`src/gpc_pkg.sv`:
```
// Shared constants and types of the bus controller command block
package gpc_pkg;

  // ********************************************************
  // Clock and timing
  // ********************************************************
  localparam int CLK_FREQ_HZ = 50_000_000;
  localparam int CYC_PER_US = CLK_FREQ_HZ / 1_000_000;
  localparam int US_W = 11;
  localparam int IFC_PULSE_US = 100;
  localparam int TAKE_DAV_US = 100;
  localparam int READY_WAIT_US = 100;
  localparam int ACCEPT_WAIT_US = 1000;
  localparam int SENSE_CYC = 2;

  // ********************************************************
  // Register map, byte addresses
  // ********************************************************
  localparam logic [3:0] REG_CMD = 4'h0;
  localparam logic [3:0] REG_STATUS = 4'h4;
  localparam logic [3:0] REG_PINS = 4'h8;

  // ********************************************************
  // Command word fields
  // ********************************************************
  localparam int CMD_OP_LSB = 0;
  localparam int CMD_OP_W = 3;
  localparam int CMD_PRM_LSB = 8;
  localparam int PRM_IFC = 0;
  localparam int PRM_REN = 1;
  localparam int PRM_REN_UPD = 2;
  localparam int PRM_ASYNC = 0;

  // ********************************************************
  // Status word fields and result bits
  // ********************************************************
  localparam int ST_BUSY = 8;
  localparam int ST_ACC_MODE = 9;
  localparam int ST_ATN_ON = 10;
  localparam int RES_NO_LISTENER = 0;
  localparam int RES_READY_TO = 1;
  localparam int RES_ACCEPT_TO = 2;
  localparam int RES_ANY_ERR = 7;
  localparam int RES_SRQ = 0;
  localparam logic [7:0] RESULT_RST = 8'h00;

  typedef enum logic [2:0] {
    OP_CONTROL_OUT,
    OP_STATUS_IN,
    OP_STANDBY,
    OP_TAKE_CONTROL,
    OP_IFACE_MSG,
    OP_ACCEPT_MODE
  } gpc_op_t;

  typedef enum {
    S_IDLE,
    S_IFC,
    S_SRQ,
    S_TAKE,
    S_NRFD,
    S_NDAC,
    S_FIN
  } gpc_state_t;

  function automatic logic [7:0] gpc_err(input int pos);
    logic [7:0] v;
    v = 8'h00;
    v[pos] = 1'b1;
    v[RES_ANY_ERR] = 1'b1;
    return v;
  endfunction

endpackage

```
`src/gpc_controller.sv`:
```
// Bus controller command engine with Avalon-MM register access
// Notes on behaviour
// - Interface clear pulses IFC low for 100 us after reinitialising.
// - REN changes only with update enable; parameter 0 drives high, 1 low.
// - Before IFC pulse, go to source mode, standby, ATN high.
// - Reset clears state; all pins released, REN floats.
// - In source mode, status result bit 0 is 1 while any device pulls SRQ low.
// - SRQ is sensed by briefly dropping the EOI/DAV drive control.
// - Standby only releases ATN and floats the data lines.
// - Take control bit 0: 1 asserts ATN now, 0 waits for DAV.
// - Synchronous takeover reports accept timeout if DAV stays low 100 us.
// - Interface message goes with ATN low, ATN stays low afterwards.
// - Acceptor mode is left for source mode before sending a message.
// - DAV already driven low means resume: go straight to NDAC wait.
// - Wait for NRFD high; after 100 us end with ready timeout.
// - NRFD and NDAC both high ends with no listener, else assert DAV.
// - Wait for NDAC high; after 1000 us accept timeout, DAV kept.
// - NDAC high releases DAV and data, result cleared to zero.
// - Result bits: 0 no listener, 1 ready, 2 accept, 7 any error.
// - Every wait ends in a bounded timeout back to the host.
// - Between commands the interface stays in source or acceptor mode, except that reset leaves neither until IFC, take control or acceptor mode.
//
// The Avalon-MM slave port and the address map were decided locally.
`timescale 1ns/100ps
`default_nettype none
module gpc_controller #(
  parameter int CLK_PER_US = gpc_pkg::CYC_PER_US,
  parameter int IFC_US = gpc_pkg::IFC_PULSE_US,
  parameter int TAKE_US = gpc_pkg::TAKE_DAV_US,
  parameter int READY_US = gpc_pkg::READY_WAIT_US,
  parameter int ACCEPT_US = gpc_pkg::ACCEPT_WAIT_US
) (
  input wire logic CLK,
  input wire logic RST,
  input wire logic [3:0] AV_ADDRESS,
  input wire logic AV_READ,
  input wire logic AV_WRITE,
  input wire logic [31:0] AV_WRITEDATA,
  input wire logic [3:0] AV_BYTEENABLE,
  output logic [31:0] AV_READDATA,
  output logic AV_WAITREQUEST,
  input wire logic [7:0] DIO_I,
  output logic [7:0] DIO_O,
  output logic [7:0] DIO_OE,
  input wire logic DAV_I,
  output logic DAV_O,
  output logic DAV_OE,
  input wire logic NRFD_I,
  output logic NRFD_O,
  output logic NRFD_OE,
  input wire logic NDAC_I,
  output logic NDAC_O,
  output logic NDAC_OE,
  output logic ATN_O,
  output logic ATN_OE,
  output logic IFC_O,
  output logic IFC_OE,
  output logic REN_O,
  output logic REN_OE,
  input wire logic SRQ_I,
  output logic EOI_DAV_CTL,
  output logic DATA_OUT_DIR
);

  // ********************************************************
  // State and registers
  // ********************************************************
  gpc_pkg::gpc_state_t state_r, state_nxt;
  logic busy_r, busy_nxt;
  logic [7:0] result_r, result_nxt;
  logic [15:0] cmd_r, cmd_nxt;
  logic atn_o_r, atn_o_nxt, atn_oe_r, atn_oe_nxt;
  logic ifc_o_r, ifc_o_nxt, ifc_oe_r, ifc_oe_nxt;
  logic ren_o_r, ren_o_nxt, ren_oe_r, ren_oe_nxt;
  logic dav_o_r, dav_o_nxt, dav_oe_r, dav_oe_nxt;
  logic nrfd_o_r, nrfd_o_nxt, nrfd_oe_r, nrfd_oe_nxt;
  logic ndac_o_r, ndac_o_nxt, ndac_oe_r, ndac_oe_nxt;
  logic [7:0] dio_o_r, dio_o_nxt;
  logic dio_oe_r, dio_oe_nxt;
  logic acc_mode_r, acc_mode_nxt;
  logic src_en_r, src_en_nxt;
  logic wait_r;
  logic [31:0] rdata_r;

  // ********************************************************
  // Bus slave decode
  // ********************************************************
  wire req = AV_READ | AV_WRITE;
  wire wr_take = AV_WRITE & ~wait_r;
  wire rd_load = AV_READ & wait_r;
  wire sel_cmd = (AV_ADDRESS == gpc_pkg::REG_CMD);
  wire sel_status = (AV_ADDRESS == gpc_pkg::REG_STATUS);
  wire sel_pins = (AV_ADDRESS == gpc_pkg::REG_PINS);
  wire be_ok = (AV_BYTEENABLE[1:0] == 2'b11);
  // Writes while busy are dropped so a running handshake is never disturbed
  wire cmd_go = wr_take & sel_cmd & be_ok & (state_r == gpc_pkg::S_IDLE);
  wire [2:0] go_op = AV_WRITEDATA[gpc_pkg::CMD_OP_LSB +: gpc_pkg::CMD_OP_W];
  wire [7:0] go_prm = AV_WRITEDATA[gpc_pkg::CMD_PRM_LSB +: 8];
  wire [7:0] prm = cmd_r[gpc_pkg::CMD_PRM_LSB +: 8];
  wire dav_driven = dav_oe_r & ~dav_o_r;

  wire [31:0] status_word = {
    21'h000000,
    ~atn_o_r & atn_oe_r,
    acc_mode_r,
    busy_r,
    result_r
  };
  wire [31:0] pins_word = {19'h00000, SRQ_I, NDAC_I, NRFD_I, DAV_I, 1'b0, DIO_I};
  wire [31:0] rd_mux = sel_cmd ? {16'h0000, cmd_r} :
                       sel_status ? status_word :
                       sel_pins ? pins_word : 32'h00000000;

  // ********************************************************
  // Timeout timer and SRQ sensing
  // ********************************************************
  logic tmr_exp;
  logic sense_done;
  logic sense_seen;
  logic sense_ctl;
  wire tmr_clr = (state_r != state_nxt);
  wire sense_start = cmd_go & (go_op == 3'(gpc_pkg::OP_STATUS_IN));
  wire [gpc_pkg::US_W-1:0] lim_ifc = gpc_pkg::US_W'(IFC_US);
  wire [gpc_pkg::US_W-1:0] lim_take = gpc_pkg::US_W'(TAKE_US);
  wire [gpc_pkg::US_W-1:0] lim_ready = gpc_pkg::US_W'(READY_US);
  wire [gpc_pkg::US_W-1:0] lim_accept = gpc_pkg::US_W'(ACCEPT_US);
  wire [gpc_pkg::US_W-1:0] tmr_limit = (state_r == gpc_pkg::S_IFC) ? lim_ifc :
                                       (state_r == gpc_pkg::S_TAKE) ? lim_take :
                                       (state_r == gpc_pkg::S_NRFD) ? lim_ready :
                                       lim_accept;

  gpc_us_timer #(
    .CYC_PER_US(CLK_PER_US),
    .US_W(gpc_pkg::US_W)
  ) u_timer (
    .clk(CLK),
    .rst(RST),
    .clr(tmr_clr),
    .limit_us(tmr_limit),
    .expired(tmr_exp)
  );

  gpc_srq_sense #(
    .SENSE_CYC(gpc_pkg::SENSE_CYC)
  ) u_sense (
    .clk(CLK),
    .rst(RST),
    .start(sense_start),
    .en_i(src_en_nxt),
    .srq_n_i(SRQ_I),
    .ctl_o(sense_ctl),
    .done(sense_done),
    .seen(sense_seen)
  );

  // ********************************************************
  // Command sequencer
  // ********************************************************
  always_comb begin
    state_nxt = state_r;
    busy_nxt = busy_r;
    result_nxt = result_r;
    cmd_nxt = cmd_r;
    atn_o_nxt = atn_o_r;
    atn_oe_nxt = atn_oe_r;
    ifc_o_nxt = ifc_o_r;
    ifc_oe_nxt = ifc_oe_r;
    ren_o_nxt = ren_o_r;
    ren_oe_nxt = ren_oe_r;
    dav_o_nxt = dav_o_r;
    dav_oe_nxt = dav_oe_r;
    nrfd_o_nxt = nrfd_o_r;
    nrfd_oe_nxt = nrfd_oe_r;
    ndac_o_nxt = ndac_o_r;
    ndac_oe_nxt = ndac_oe_r;
    dio_o_nxt = dio_o_r;
    dio_oe_nxt = dio_oe_r;
    acc_mode_nxt = acc_mode_r;
    src_en_nxt = src_en_r;
    case (state_r)
      gpc_pkg::S_IDLE: begin
        if (cmd_go) begin
          busy_nxt = 1'b1;
          cmd_nxt = AV_WRITEDATA[15:0];
          state_nxt = gpc_pkg::S_FIN;
          result_nxt = 8'h00;
          case (go_op)
            3'(gpc_pkg::OP_CONTROL_OUT): begin
              if (go_prm[gpc_pkg::PRM_REN_UPD]) begin
                ren_oe_nxt = 1'b1;
                ren_o_nxt = ~go_prm[gpc_pkg::PRM_REN];
              end
              if (go_prm[gpc_pkg::PRM_IFC]) begin
                acc_mode_nxt = 1'b0;
                src_en_nxt = 1'b1;
                nrfd_oe_nxt = 1'b0;
                ndac_oe_nxt = 1'b0;
                dav_oe_nxt = 1'b0;
                dav_o_nxt = 1'b1;
                dio_oe_nxt = 1'b0;
                atn_oe_nxt = 1'b1;
                atn_o_nxt = 1'b1;
                ifc_oe_nxt = 1'b1;
                ifc_o_nxt = 1'b0;
                state_nxt = gpc_pkg::S_IFC;
              end
            end
            3'(gpc_pkg::OP_STATUS_IN): begin
              state_nxt = gpc_pkg::S_SRQ;
            end
            3'(gpc_pkg::OP_STANDBY): begin
              atn_oe_nxt = 1'b0;
              atn_o_nxt = 1'b1;
              dio_oe_nxt = 1'b0;
            end
            3'(gpc_pkg::OP_TAKE_CONTROL): begin
              acc_mode_nxt = 1'b0;
              src_en_nxt = 1'b1;
              if (go_prm[gpc_pkg::PRM_ASYNC]) begin
                atn_oe_nxt = 1'b1;
                atn_o_nxt = 1'b0;
              end else begin
                state_nxt = gpc_pkg::S_TAKE;
              end
            end
            3'(gpc_pkg::OP_IFACE_MSG): begin
              if (acc_mode_r) begin
                acc_mode_nxt = 1'b0;
                src_en_nxt = 1'b1;
                nrfd_oe_nxt = 1'b0;
                ndac_oe_nxt = 1'b0;
              end
              atn_oe_nxt = 1'b1;
              atn_o_nxt = 1'b0;
              if (dav_driven) begin
                state_nxt = gpc_pkg::S_NDAC;
              end else begin
                dio_oe_nxt = 1'b1;
                dio_o_nxt = ~go_prm; // Low-true data lines
                state_nxt = gpc_pkg::S_NRFD;
              end
            end
            3'(gpc_pkg::OP_ACCEPT_MODE): begin
              acc_mode_nxt = 1'b1;
              src_en_nxt = 1'b0;
              dio_oe_nxt = 1'b0;
              dav_oe_nxt = 1'b0;
              dav_o_nxt = 1'b1;
              nrfd_oe_nxt = 1'b1;
              nrfd_o_nxt = 1'b0;
              ndac_oe_nxt = 1'b1;
              ndac_o_nxt = 1'b0;
              atn_oe_nxt = 1'b1;
              atn_o_nxt = 1'b1;
            end
            default: begin
              result_nxt = gpc_pkg::gpc_err(gpc_pkg::RES_ANY_ERR);
            end
          endcase
        end
      end
      gpc_pkg::S_IFC: begin
        if (tmr_exp) begin
          ifc_o_nxt = 1'b1;
          state_nxt = gpc_pkg::S_FIN;
        end
      end
      gpc_pkg::S_SRQ: begin
        if (sense_done) begin
          result_nxt = 8'h00;
          result_nxt[gpc_pkg::RES_SRQ] = sense_seen;
          state_nxt = gpc_pkg::S_FIN;
        end
      end
      gpc_pkg::S_TAKE: begin
        if (DAV_I) begin
          atn_oe_nxt = 1'b1;
          atn_o_nxt = 1'b0;
          state_nxt = gpc_pkg::S_FIN;
        end else if (tmr_exp) begin
          result_nxt = gpc_pkg::gpc_err(gpc_pkg::RES_ACCEPT_TO);
          state_nxt = gpc_pkg::S_FIN;
        end
      end
      gpc_pkg::S_NRFD: begin
        if (NRFD_I) begin
          if (NDAC_I) begin
            result_nxt = gpc_pkg::gpc_err(gpc_pkg::RES_NO_LISTENER);
            state_nxt = gpc_pkg::S_FIN;
          end else begin
            dav_oe_nxt = 1'b1;
            dav_o_nxt = 1'b0;
            state_nxt = gpc_pkg::S_NDAC;
          end
        end else if (tmr_exp) begin
          result_nxt = gpc_pkg::gpc_err(gpc_pkg::RES_READY_TO);
          state_nxt = gpc_pkg::S_FIN;
        end
      end
      gpc_pkg::S_NDAC: begin
        if (NDAC_I) begin
          dav_oe_nxt = 1'b1;
          dav_o_nxt = 1'b1;
          dio_oe_nxt = 1'b0;
          result_nxt = 8'h00;
          state_nxt = gpc_pkg::S_FIN;
        end else if (tmr_exp) begin
          // DAV stays low so a reissued message resumes here
          result_nxt = gpc_pkg::gpc_err(gpc_pkg::RES_ACCEPT_TO);
          state_nxt = gpc_pkg::S_FIN;
        end
      end
      gpc_pkg::S_FIN: begin
        busy_nxt = 1'b0;
        state_nxt = gpc_pkg::S_IDLE;
      end
      default: begin
        state_nxt = gpc_pkg::S_IDLE;
        busy_nxt = 1'b0;
      end
    endcase
  end

  always_ff @(posedge CLK) begin
    if (RST) begin
      state_r <= gpc_pkg::S_IDLE;
      busy_r <= 1'b0;
      result_r <= gpc_pkg::RESULT_RST;
      cmd_r <= 16'h0000;
      {atn_o_r, atn_oe_r, ifc_o_r, ifc_oe_r} <= 4'hA;
      {ren_o_r, ren_oe_r, dav_o_r, dav_oe_r} <= 4'hA;
      {nrfd_o_r, nrfd_oe_r, ndac_o_r, ndac_oe_r} <= 4'hA;
      dio_o_r <= 8'hFF;
      dio_oe_r <= 1'b0;
      acc_mode_r <= 1'b0;
      src_en_r <= 1'b0;
    end else begin
      state_r <= state_nxt;
      busy_r <= busy_nxt;
      result_r <= result_nxt;
      cmd_r <= cmd_nxt;
      {atn_o_r, atn_oe_r, ifc_o_r, ifc_oe_r} <= {atn_o_nxt, atn_oe_nxt, ifc_o_nxt, ifc_oe_nxt};
      {ren_o_r, ren_oe_r, dav_o_r, dav_oe_r} <= {ren_o_nxt, ren_oe_nxt, dav_o_nxt, dav_oe_nxt};
      {nrfd_o_r, nrfd_oe_r} <= {nrfd_o_nxt, nrfd_oe_nxt};
      {ndac_o_r, ndac_oe_r} <= {ndac_o_nxt, ndac_oe_nxt};
      dio_o_r <= dio_o_nxt;
      dio_oe_r <= dio_oe_nxt;
      acc_mode_r <= acc_mode_nxt;
      src_en_r <= src_en_nxt;
    end
  end

  // ********************************************************
  // Bus slave answer
  // ********************************************************
  // One wait cycle per access keeps read data registered
  always_ff @(posedge CLK) begin
    if (RST) begin
      wait_r <= 1'b1;
      rdata_r <= 32'h00000000;
    end else begin
      wait_r <= ~(req & wait_r);
      if (rd_load) begin
        rdata_r <= rd_mux;
      end
    end
  end

  // ********************************************************
  // Outputs
  // ********************************************************
  assign AV_WAITREQUEST = wait_r;
  assign AV_READDATA = rdata_r;
  assign DIO_O = dio_o_r;
  assign DIO_OE = {8{dio_oe_r}};
  assign DAV_O = dav_o_r;
  assign DAV_OE = dav_oe_r;
  assign NRFD_O = nrfd_o_r;
  assign NRFD_OE = nrfd_oe_r;
  assign NDAC_O = ndac_o_r;
  assign NDAC_OE = ndac_oe_r;
  assign ATN_O = atn_o_r;
  assign ATN_OE = atn_oe_r;
  assign IFC_O = ifc_o_r;
  assign IFC_OE = ifc_oe_r;
  assign REN_O = ren_o_r;
  assign REN_OE = ren_oe_r;
  assign EOI_DAV_CTL = sense_ctl;
  assign DATA_OUT_DIR = acc_mode_r;
endmodule
`default_nettype wire

```
`src/gpc_us_timer.sv`:
```
// Microsecond timeout counter built from a cycle prescaler
`timescale 1ns/100ps
`default_nettype none
module gpc_us_timer #(
  parameter int CYC_PER_US = 50,
  parameter int US_W = 11
) (
  input wire logic clk,
  input wire logic rst,
  input wire logic clr,
  input wire logic [US_W-1:0] limit_us,
  output logic expired
);
  localparam int CW = $clog2(CYC_PER_US + 1);
  localparam logic [CW-1:0] CYC_LAST = CW'(CYC_PER_US - 1);

  logic [CW-1:0] cyc_r;
  logic [US_W-1:0] us_r;
  logic wrap;

  assign wrap = (cyc_r == CYC_LAST);
  assign expired = (us_r >= limit_us);

  always_ff @(posedge clk) begin
    if (rst || clr) begin
      cyc_r <= '0;
      us_r <= '0;
    end else if (!expired) begin
      cyc_r <= wrap ? '0 : cyc_r + CW'(1);
      us_r <= wrap ? us_r + US_W'(1) : us_r;
    end
  end
endmodule
`default_nettype wire

```
`src/gpc_srq_sense.sv`:
```
// Service request sensing through an edge-only path
`timescale 1ns/100ps
`default_nettype none
module gpc_srq_sense #(
  parameter int SENSE_CYC = 2
) (
  input wire logic clk,
  input wire logic rst,
  input wire logic start,
  input wire logic en_i,
  input wire logic srq_n_i,
  output logic ctl_o,
  output logic done,
  output logic seen
);
  localparam int CW = $clog2(SENSE_CYC + 1);

  logic [CW-1:0] cnt_r;
  logic act_r;
  logic comb_d_r;
  logic comb;
  logic edge_hit;

  // Edge path only: a level never shows unless the control line moves
  assign comb = ~srq_n_i & ~ctl_o;
  assign edge_hit = comb & ~comb_d_r;

  always_ff @(posedge clk) begin
    if (rst) begin
      cnt_r <= '0;
      act_r <= 1'b0;
      ctl_o <= 1'b0;
      comb_d_r <= 1'b0;
      done <= 1'b0;
      seen <= 1'b0;
    end else begin
      comb_d_r <= comb;
      done <= 1'b0;
      if (start) begin
        act_r <= 1'b1;
        cnt_r <= CW'(SENSE_CYC);
        ctl_o <= 1'b0;
        seen <= 1'b0;
      end else if (act_r) begin
        seen <= seen | edge_hit;
        cnt_r <= cnt_r - CW'(1);
        if (cnt_r == '0) begin
          act_r <= 1'b0;
          done <= 1'b1;
          ctl_o <= en_i;
        end
      end else begin
        ctl_o <= en_i;
      end
    end
  end
endmodule
`default_nettype wire

```
`config.mk`:
```
export PLATFORM = sky130hd
export DESIGN_NAME = gpc_controller
export DESIGN_NICKNAME = d
export VERILOG_FILES = /design/src/gpc_pkg.sv /design/src/gpc_controller.sv /design/src/gpc_us_timer.sv /design/src/gpc_srq_sense.sv
export SDC_FILE = /design/constraint.sdc
export NUM_CORES = 1
export LEC_CHECK = 0
export BUFFER_PORTS_ARGS = -buffer_cell sky130_fd_sc_hd__clkbuf_2
export CORE_MARGIN = 2
export CORE_UTILIZATION = 45
export DETAILED_ROUTE_END_ITERATION = 10
export GPL_TIMING_DRIVEN = 0
export MAX_ROUTING_LAYER = met4
export PLACE_DENSITY = 0.68
export SLEW_MARGIN = 20
export SYNTH_ARGS = -nofsm -noshare
export SYNTH_HDL_FRONTEND = slang
export SYNTH_SLANG_ARGS = --single-unit
```
`constraint.sdc`:
```
create_clock -name CLK -period 8.5 [get_ports CLK]
set_input_delay 0 -clock CLK [delete_from_list [all_inputs] [get_ports CLK]]
set_output_delay 0 -clock CLK [all_outputs]
set_load 0.03 [all_outputs]
```
# After elaboration in Yosys (flattened, before gate mapping)
# Index checks and enable logic that the tools add are counted.
# totals
output_inout_bits	63
register_bits	135
wordCells	214
# op_classes
mux	77
addsub	3
n_bitwise	26
eq_ne	41
reduce_logical	37
order_cmp	1
# ops
cell	n
32-bit two-way mux	6
32-bit one-hot mux with 6 select lines	1
32-bit by 2-bit equality test with 1-bit output (second input constant)	3
32-bit by 3-bit equality test with 1-bit output (second input constant)	3
8-bit two-way mux	9
32-bit logical NOT	2
8-bit one-hot mux with 5 select lines	1
32-bit by 1-bit equality test with 1-bit output (second input constant)	1
32-bit by 4-bit equality test with 1-bit output (second input constant)	1
1-bit two-way mux	32
32-bit inequality test	1
10-bit two-way mux	3
13-bit two-way mux	2
2-bit inequality test (second input constant)	11
3-bit inequality test (second input constant)	6
1-bit one-hot mux with 3 select lines	6
6-bit AND reduction	3
16-bit two-way mux	1
4-bit AND reduction	4
5-bit AND reduction	3
1-bit one-hot mux with 2 select lines	7
1-bit NOT	12
3-bit one-hot mux with 4 select lines	1
11-bit by 1-bit adder with 11-bit output (second input constant)	1
36 further kinds	65

# Longest topological paths before layout
# Gate-level depths: netlist of run 1.
# depth
word_depth	10
mapped_depth	13
mapped_depth_nobuf	11

# Hierarchy
# Synthesis of run 1 repeated with hierarchy kept, for this count alone.
# hier_totals
cells_unflattened	613
area_unflattened_um2	5479.0
# modules_own_cells
module	area_per_inst_um2	n_inst	seq_area_each_um2	cells_each
gpc_controller	4072.7	1	1901.8	448
gpc_us_timer	1146.1	1	340.3	139
gpc_srq_sense	260.2	1	140.1	26

# Least setup slack after synthesis of run 1
# Ideal clock, no wire load.
# synth_timing
path_type	register to register
from	register state_r[24]
to	register u_timer.us_r[9]
stages_incl_launch_ff	13
setup_ns	0.071
arrival_ns	3.446
path_buffers	1
setup_slack_ns	4.983
required_time_ns	8.429
cell_sequence	dfxtp_1 nor4_1 nand4_1 or2_2 clkbuf_1 a21oi_1 ha_1 a21o_1 a211o_1 a211oi_2 nand3_1 or3_1 a21oi_1
# synth_via
elab_chain_len	10
# synth_lines
element	line_no	source
from (decl)	gpc_controller.sv:68	gpc_pkg::gpc_state_t state_r, state_nxt;
from (signal assigned)	gpc_controller.sv:326	state_r <= gpc_pkg::S_IDLE;
from (signal assigned)	gpc_controller.sv:338	state_r <= state_nxt;
32-bit by 4-bit equality test with 1-bit output	gpc_controller.sv:129	(state_r == gpc_pkg::S_NRFD) ? lim_ready :
10-bit two-way mux	gpc_controller.sv:129	
10-bit two-way mux	gpc_controller.sv:128	(state_r == gpc_pkg::S_TAKE) ? lim_take :
10-bit two-way mux	gpc_controller.sv:127	wire [gpc_pkg::US_W-1:0] tmr_limit = (state_r == gpc_pkg::S_IFC) ? lim_ifc :
11-bit by 10-bit >= comparator with 1-bit output	gpc_us_timer.sv:22	assign expired = (us_r >= limit_us);
32-bit two-way mux	--	
32-bit two-way mux, on equally long branches	gpc_controller.sv:301, gpc_controller.sv:276, gpc_controller.sv:286	
32-bit one-hot mux with 6 select lines	gpc_controller.sv:180	case (state_r)
32-bit inequality test	gpc_controller.sv:121	wire tmr_clr = (state_r != state_nxt);
1-bit logical OR	gpc_us_timer.sv:25	if (rst || clr) begin
to (signal assigned)	gpc_us_timer.sv:30	us_r <= wrap ? us_r + US_W'(1) : us_r;
to (decl)	gpc_us_timer.sv:18	logic [US_W-1:0] us_r;
# Parallel ways exist; a longest one is shown, timed or not.
# A chain may end at the register's enable or synchronous reset.

# Final worst setup path of run 1
# layout_timing
from	register state_r[28]
to	register result_r[1]
# layout_via
elab_chain_len	8
# layout_lines
element	line_no	source
32-bit by 4-bit equality test with 1-bit output	gpc_controller.sv:129	
10-bit two-way mux	gpc_controller.sv:129	
10-bit two-way mux	gpc_controller.sv:128	
10-bit two-way mux	gpc_controller.sv:127	
11-bit by 10-bit >= comparator with 1-bit output	gpc_us_timer.sv:22	
8-bit two-way mux	--	
8-bit two-way mux, on equally long branches	--	
8-bit one-hot mux with 5 select lines	gpc_controller.sv:180	
to (signal assigned)	gpc_controller.sv:328	result_r <= gpc_pkg::RESULT_RST;
to (signal assigned)	gpc_controller.sv:340	result_r <= result_nxt;
to (decl)	gpc_controller.sv:70	logic [7:0] result_r, result_nxt;
# Parallel ways exist; a longest one is shown, timed or not. The select of a mux whose other input is x is not followed.

==> metrics, run 1 <==
Seq cells post-synth=between 100 and 150; routed vias=roughly 4800; Site Rows=39; most frequent cells in the layout=dfxtp_1, clkbuf_2, nor2_1; post-synthesis cell area=~0.0052 mm^2; Power Density=between 150 and 200 mW/mm^2; largest cells by area after synthesis=dfxtp_1, mux2i_1, nor2_1; Hold WC Path Type=in2reg; Setup Buffers After CTS=0; crit path cell chain=nor4_1 -> nand4_1 -> or2_2 -> clkbuf_1 -> a21oi_1 -> ha_1 -> a21o_1 -> a211o_1 -> a21oi_1 -> o21ai_0 -> a21oi_1 -> a22o_1; antenna violations before repair=0; post-DP HPWL=about 9600 um; number of global-route vias before repair=roughly 4500; Synth-to-Final Area Change=29.90%; die area=around 0.012 mm^2; Yosys top cell by area=dfxtp_1; sequential share of the synthesized area=a little under half; grt peak-use layer=met2; Post-Route Skew=0.007233 ns; CTS tree=done; outcome=completed; CTS clk-pin slew, worst paths=~0.06 ns; fin nets=just over 800; layout cell share with drive strength beyond 1=between 20% and 30%; endpoints failing hold=0; Iter 0 DRT Violations=307; worst-case clock buffer depth=2; Post-Route Setup TNS=0 ns; Clk Latency, worst-skew pair=around 0.42 ns; clock buffers created by TritonCTS=17; crit path kind=reg2reg; Slew @ Worst Pin=between 0.8 and 0.9 ns; Tcrit/Tclk final=between 50% and 60%; Top Ports=~120; Post-synth EDFFs=0; fin cells=roughly 910; met3 usage=between 5 and 6%; commonest non-fill, non-tap cell in the layout=dfxtp_1; max-cap viol count=0; Die Wd=between 100 and 150 um; clock root cell=clkbuf_16; final wirelength=13160 um; TritonRoute pass-1 iters=6; hold_buf cts=24; GR Util met1=27.35%; top cell type's share of synthesized area=45.76%; crit path capture type=flop; Die Y-Extent=111.6 um; drc violations=0; minimum clock period=~4.5 ns; unrepaired setup endpoints after global routing=no; slowest CP cell=a21oi_1; GRT overflow=0; Final setup viols=0; # clock sinks=~120; post-synthesis cell count=587; all-layer global routing usage=between 20% and 30%; H-tree depth=4; post-route ant nets=0; Leak=2.864 nW; Mapped Avg Cell Area=between 8 and 9 um^2; worst path required time=~8.9 ns; global-route wire length before repair=about 22000 um; Post-CTS Resized=0; GP Congestion=between 0.9 and 1; max-slew violation count=0; Max Freq=approximately 220 MHz; Max transition margin=a little over two fifths; Critical Path AT=4.85 ns; Ys Warns=0; Initial Utilization=a little under half; Cell variety after synth=60; Via density=between 5 and 6; CORE AREA=about 0.011 mm^2; placed instance count=853; ys flop type=dfxtp_1; IO buf count=a little under 80; startpoint class of the critical path=flop; VDD IR-drop max=about 190 uV; Ant. Diodes=0; worst-path maximum fanout=10; largest net degree at the start of global routing=17; Worst path max stage delay=approximately 0.67 ns; CP most frequent cell=a21oi_1; Async SR Flop Fraction=0%; global routing met2 resource utilization=35.53%; WL/cell=around 14 um
[routing by layer]
| metal | vias to the layer above | part of all wire, % |
|---|---|---|
| met3 | 29 | 6.5 |
| li1 | 2332 | - |
| met2 | 171 | 47 |
| met4 | 0 | 1.8 |
| met1 | 2235 | 44 |
| met5 | - | 0 |
[cells in the mapped netlist (2+ instances only)]
master,number
and2_1,8
nor2b_1,7
buf_1,3
dfxtp_1,119
a211oi_2,3
a21oi_1,33
o21ai_0,25
nand2_1,49
a31oi_1,2
a211oi_1,8
nor4_1,12
a21o_1,3
mux2i_1,32
nor2_1,72
inv_1,17
a311oi_1,2
o22ai_1,3
nor4b_1,2
nand4_1,11
buf_2,3
nand3_1,5
clkbuf_1,23
and3_1,3
nand3b_1,2
ha_1,10
xor2_1,9
o21bai_1,2
or3_1,5
o211ai_1,13
or2_2,6
a22oi_1,11
nor3_1,17
xnor2_1,5
buf_4,27
o21a_1,3
a211o_1,2
nand2b_1,7
[registers in the layout (all words and copies together) (netlist names), 2 cells and up]
register	count
state_r	32
result_r	8
u_timer.cyc_r	6
u_timer.us_r	11
cmd_r	16
AV_READDATA	16
DIO_O	8
u_sense.cnt_r	2
[worst max-delay path: cells and delay by family, from the launching register on]
| family | cells | cell delay (ns) |
|---|---|---|
| AND/OR/NAND/NOR | 3 | 1.03 |
| flip-flops | 1 | 0.30 |
| AO/OA/AOI/OAI | 7 | 2.49 |
| buffers and inverters | 1 | 0.28 |
| adder cells (fa/ha/maj) | 1 | 0.32 |
[through the flow]
stage	util [%]	area, um^2	setup WS, ns	hold WS, ns	power, mW
global placement	52.29	5946	4.088	0.2364	0.6449
global route	59.48	6763	3.576	0.06693	1.379
finish	59.48	6763	4.007	0.02143	1.336
CTS	59.48	6763	3.942	0.01911	1.347
detailed placement	52.29	5946	3.980	0.2382	0.6456
floorplan	-	5371	4.983	0.07679	0.6242
[area by class of cell]
type / instances / area [um^2]
buffer: 57 / 326.6
clock buffer: 18 / 439.2
clock inverter: 14 / 137.6
fill: 988 / 4607
inverter: 17 / 63.81
multi-input combinational: 438 / 2599
sequential: 119 / 2382
tap: 143 / 178.9
timing repair buffer: 103 / 635.6
[worst paths after layout]
check	slack (ns)	endpoint	from	cells past startpoint
setup / recovery	4.01	result_r[1]$_SDFFE_PP0P_	state_r[28]$_SDFF_PP0_	12
hold / removal	0.02	AV_READDATA[9]$_SDFFE_PP0P_	DAV_I	5
hold reg to reg	0.46	IFC_OE$_SDFFE_PP0P_	IFC_OE$_SDFFE_PP0P_	2
setup reg to reg	4.01	result_r[1]$_SDFFE_PP0P_	state_r[28]$_SDFF_PP0_	12
[report_power, final]
group | switching (mW) | internal (mW)
Combinational | 0.0470 | 0.0284
Clock | 0.275 | 0.416
Sequential | 0.00289 | 0.566
[logic make-up after synthesis]
group           share of synthesized area (%)
flops                                   45.76
buf+inv                                 7.498
xor+xnor                                2.355
mux                                     6.369
compound gates                          15.29
simple gates                            20.26
other cells                           0.07203
fa+ha+maj                               2.403
No activity file was read; power rests on OpenSTA's default activity.
==> run 2, diff against run 1 <==
Settings changed: ABC_AREA set to 1.
Clock period 8.5 ns to 4.5 ns, I/O delays scaled along.
==> run 2 against run 1 <==
Against the previous run:
- cell count is 16% higher
- register-to-register slack worse by 2.7 ns
- critical path depth rose by 4
- sequential cell count unchanged
- die area rose by 4.7%
- cell area up 4.7%
- largest power group unchanged
==> metrics, run 2 <==
IO buf count=82 (was 79); Die Wd=114.1 um (was 111.6 um); Power Density=378.1 mW/mm^2 (was 197.5 mW/mm^2); Max transition margin=52.01% (was 43.14%); outcome=completed (unchanged); Top Ports=119 (unchanged); worst path required time=4.85 ns (was 8.86 ns); VDD IR-drop max=238.0 uV (was 193.3 uV); slowest CP cell=dfxtp_1 (was a21oi_1); largest net degree at the start of global routing=17 (unchanged); Initial Utilization=45.83% (was 45.79%); filler cell count=1093 (was 988); GP Congestion=0.9427 (was 0.9455); cell family with most CP delay=simple AND/OR/NAND/NOR gates (was compound AO/OA/AOI/OAI gates); Async SR Flop Fraction=0% (unchanged); startpoint class of the critical path=flop (unchanged); final wirelength=13640 um (was 13160 um); routed vias=5134 (was 4767); antenna violations before repair=0 (unchanged); H-tree depth=4 (unchanged); Max Freq=311.4 MHz (was 222.6 MHz); sequential share of the synthesized area=43.64% (was 45.76%); Ys Warns=0 (unchanged); Ant. Diodes=0 (unchanged); WL/cell=12.95 um (was 14.48 um); CP bufs+invs=2 (was 1); worst-case clock buffer depth=2 (unchanged); all-layer global routing usage=22.68% (was 22.27%); Multi-input gate area=0.002673 mm^2 (was 0.002599 mm^2); crit path cell chain=nor2_1 -> nand2_1 -> nor2_2 -> inv_1 -> nor2_2 -> inv_1 -> nand3_1 -> ha_1 -> nand4_1 -> nor2_1 -> a21oi_2 -> nand2_1 -> nor2_1 -> nand3_1 -> or2_2 -> a21oi_2 (was nor4_1 -> nand4_1 -> or2_2 -> clkbuf_1 -> a21oi_1 -> ha_1 -> a21o_1 -> a211o_1 -> a21oi_1 -> o21ai_0 -> a21oi_1 -> a22o_1); Site Rows=40 (was 39); Final setup viols=0 (unchanged); Critical Path AT=3.56 ns (was 4.85 ns); Post-Route Skew=0.008242 ns (was 0.007233 ns); endpoints failing hold=0 (unchanged); global-route wire length before repair=22650 um (was 21610 um); Post-synth EDFFs=0 (unchanged); Finished Core Util=59.44% (was 59.48%); Seq cells post-synth=119 (unchanged); Die Y-Extent=114.1 um (was 111.6 um); CTS clk-pin slew, worst paths=0.05 ns (was 0.06 ns); ys flop type=dfxtp_1 (unchanged); top cell type's share of synthesized area=43.64% (was 45.76%); Via density=4.876 (was 5.244); worst setup margin=1.289 ns (was 4.007 ns); post-synthesis cell count=724 (was 587); crit path capture type=flop (unchanged); CORE AREA=0.01191 mm^2 (was 0.01137 mm^2); commonest non-fill, non-tap cell in the layout=nand2_1 (was dfxtp_1); clock root cell=clkbuf_16 (unchanged); register area=0.002382 mm^2 (unchanged); most frequent cell after synthesis=nand2_1 (was dfxtp_1); Reg with most FFs=state_r (unchanged); Hold WC Path Type=in2reg (unchanged); Post-Route Setup TNS=0 ns (unchanged); minimum clock period=3.211 ns (was 4.493 ns); largest cells by area after synthesis=dfxtp_1, nand2_1, nor2_1 (was dfxtp_1, mux2i_1, nor2_1); Leak=3.202 nW (was 2.864 nW); crit path kind=reg2reg (unchanged); Synth top cells by count=nand2_1, dfxtp_1, nor2_1 (was dfxtp_1, nor2_1, nand2_1); Tcrit/Tclk final=71.35% (was 52.86%); most frequent cells in the layout=nand2_1, dfxtp_1, nor2_1 (was dfxtp_1, clkbuf_2, nor2_1); fin nets=959 (was 819); worst slack, placed=1.349 ns (was 3.980 ns); Worst path max stage delay=0.36 ns (was 0.67 ns); max-slew violation count=0 (unchanged); number of global-route vias before repair=4912 (was 4548); CTS tree=done (unchanged); post-route ant nets=0 (unchanged); die area=0.01303 mm^2 (was 0.01245 mm^2); Synth-to-Final Area Change=29.70% (was 29.90%); max-cap viol count=0 (unchanged); CP most frequent cell=nor2_1 (was a21oi_1); Mapped Avg Cell Area=7.540 um^2 (was 8.869 um^2); Post-CTS Resized=0 (unchanged); Slew @ Worst Pin=0.7172 ns (was 0.8530 ns); GRT overflow=0 (unchanged); post-synthesis cell area=0.005459 mm^2 (was 0.005206 mm^2); layout cell share with drive strength beyond 1=21.63% (was 20.63%); Clk Latency, worst-skew pair=0.42 ns (about the same); switching share of total power=22.43% (was 24.36%); unrepaired setup endpoints after global routing=no (unchanged); drc violations=0 (unchanged); Pint=2.077 mW (was 1.010 mW); worst hold slack=0.01695 ns (was 0.02143 ns); Logic pwr share=6.7% (was 5.6%); Clock Power Share=52.6% (was 51.7%); max reg flops=32 (unchanged); Iter 0 DRT Violations=408 (was 307); Reg power frac=40.7% (was 42.6%); worst-path maximum fanout=6 (was 10); TritonRoute pass-1 iters=5 (was 6); clock buffers created by TritonCTS=17 (unchanged); Final Power=2.677 mW (was 1.336 mW); # clock sinks=119 (unchanged); Cell variety after synth=43 (was 60); post-DP HPWL=9813 um (was 9583 um); Psw=0.6004 mW (was 0.3253 mW); Yosys top cell by area=dfxtp_1 (unchanged)
-- run 2: kinds of logic (layout without fill, tap and decap cells) --
| group | count (synthesis) | in the layout | share of synthesized area (%) |
|---|---|---|---|
| other | 1 | 45 | 0.06869 |
| and+or+nand+nor | 341 | 341 | 28.08 |
| adders and majority gates | 10 | 10 | 2.292 |
| AOI/OAI and AO/OA | 134 | 134 | 14.69 |
| DFF | 119 | 119 | 43.64 |
| buffers and inverters | 114 | 252 | 10.43 |
| xor gates and xnor gates | 5 | 5 | 0.8022 |
-- run 2: worst paths after layout --
check	from	to	slack, ns	cells past startpoint
hold reg to reg	result_r[3]$_SDFFE_PP0P_	result_r[3]$_SDFFE_PP0P_	0.44	2
setup reg to reg	state_r[0]$_SDFF_PP0_	u_timer.us_r[8]$_SDFFE_PP0P_	1.29	16
hold / removal	AV_ADDRESS[3]	AV_READDATA[6]$_SDFFE_PP0P_	0.02	3
setup / recovery	state_r[0]$_SDFF_PP0_	u_timer.us_r[8]$_SDFFE_PP0P_	1.29	16
-- run 2: metrics by stage --
stage,std cells,instance area (um^2)
after global placement,997,6218
after detailed placement,997,6218
after global routing,1053,7081
after CTS,1053,7081
after floorplan,768,5624
final,1053,7081
-- run 2: area by class of cell --
cell class	instances	share of cell area, %
clock buffer	19	6.256
sequential	119	33.65
inverter	69	3.764
timing repair buffer	106	9.189
tap	147	2.598
multi-input combinational	535	37.75
clock inverter	13	2.527
buffer	45	4.276
-- run 2: worst reg2reg max path, cell delays in order (launching register included) --
cell,delay (ns)
dfxtp_1,0.36
nor2_1,0.24
nand2_1,0.10
nor2_2,0.13
inv_1,0.07
nor2_2,0.22
inv_1,0.14
nand3_1,0.22
ha_1,0.30
nand4_1,0.11
nor2_1,0.06
a21oi_2,0.24
nand2_1,0.19
nor2_1,0.23
nand3_1,0.11
or2_2,0.29
a21oi_2,0.11
-- run 2: layer usage --
| layer | part of all wire, % | wire [um] | track usage (%) | vias to the layer above |
|---|---|---|---|---|
| met2 | 48 | 6494 | 36.19 | 197 |
| li1 | - | - | - | 2635 |
| met5 | 0 | 0 | - | - |
| met1 | 45 | 6076 | 27.89 | 2282 |
| met4 | 1.5 | 203 | 8.780 | 0 |
| met3 | 6.3 | 860 | 5.400 | 20 |
-- run 2: what timing repair did --
action                                 in CTS  in global routing
endpoints found under the hold margin      35                  0
hold buffers                               24                  0
setup buffers                               0                  0
-- run 2: power groups by stage --
stage / combinational [mW] / sequential (mW) / clock [mW]
finish: 0.178 / 1.09 / 1.41
global route: 0.194 / 1.09 / 1.48
CTS: 0.175 / 1.09 / 1.43
detailed placement: 0.158 / 1.11 / 0
global placement: 0.158 / 1.11 / 0
floorplan: 0.0861 / 1.13 / 0
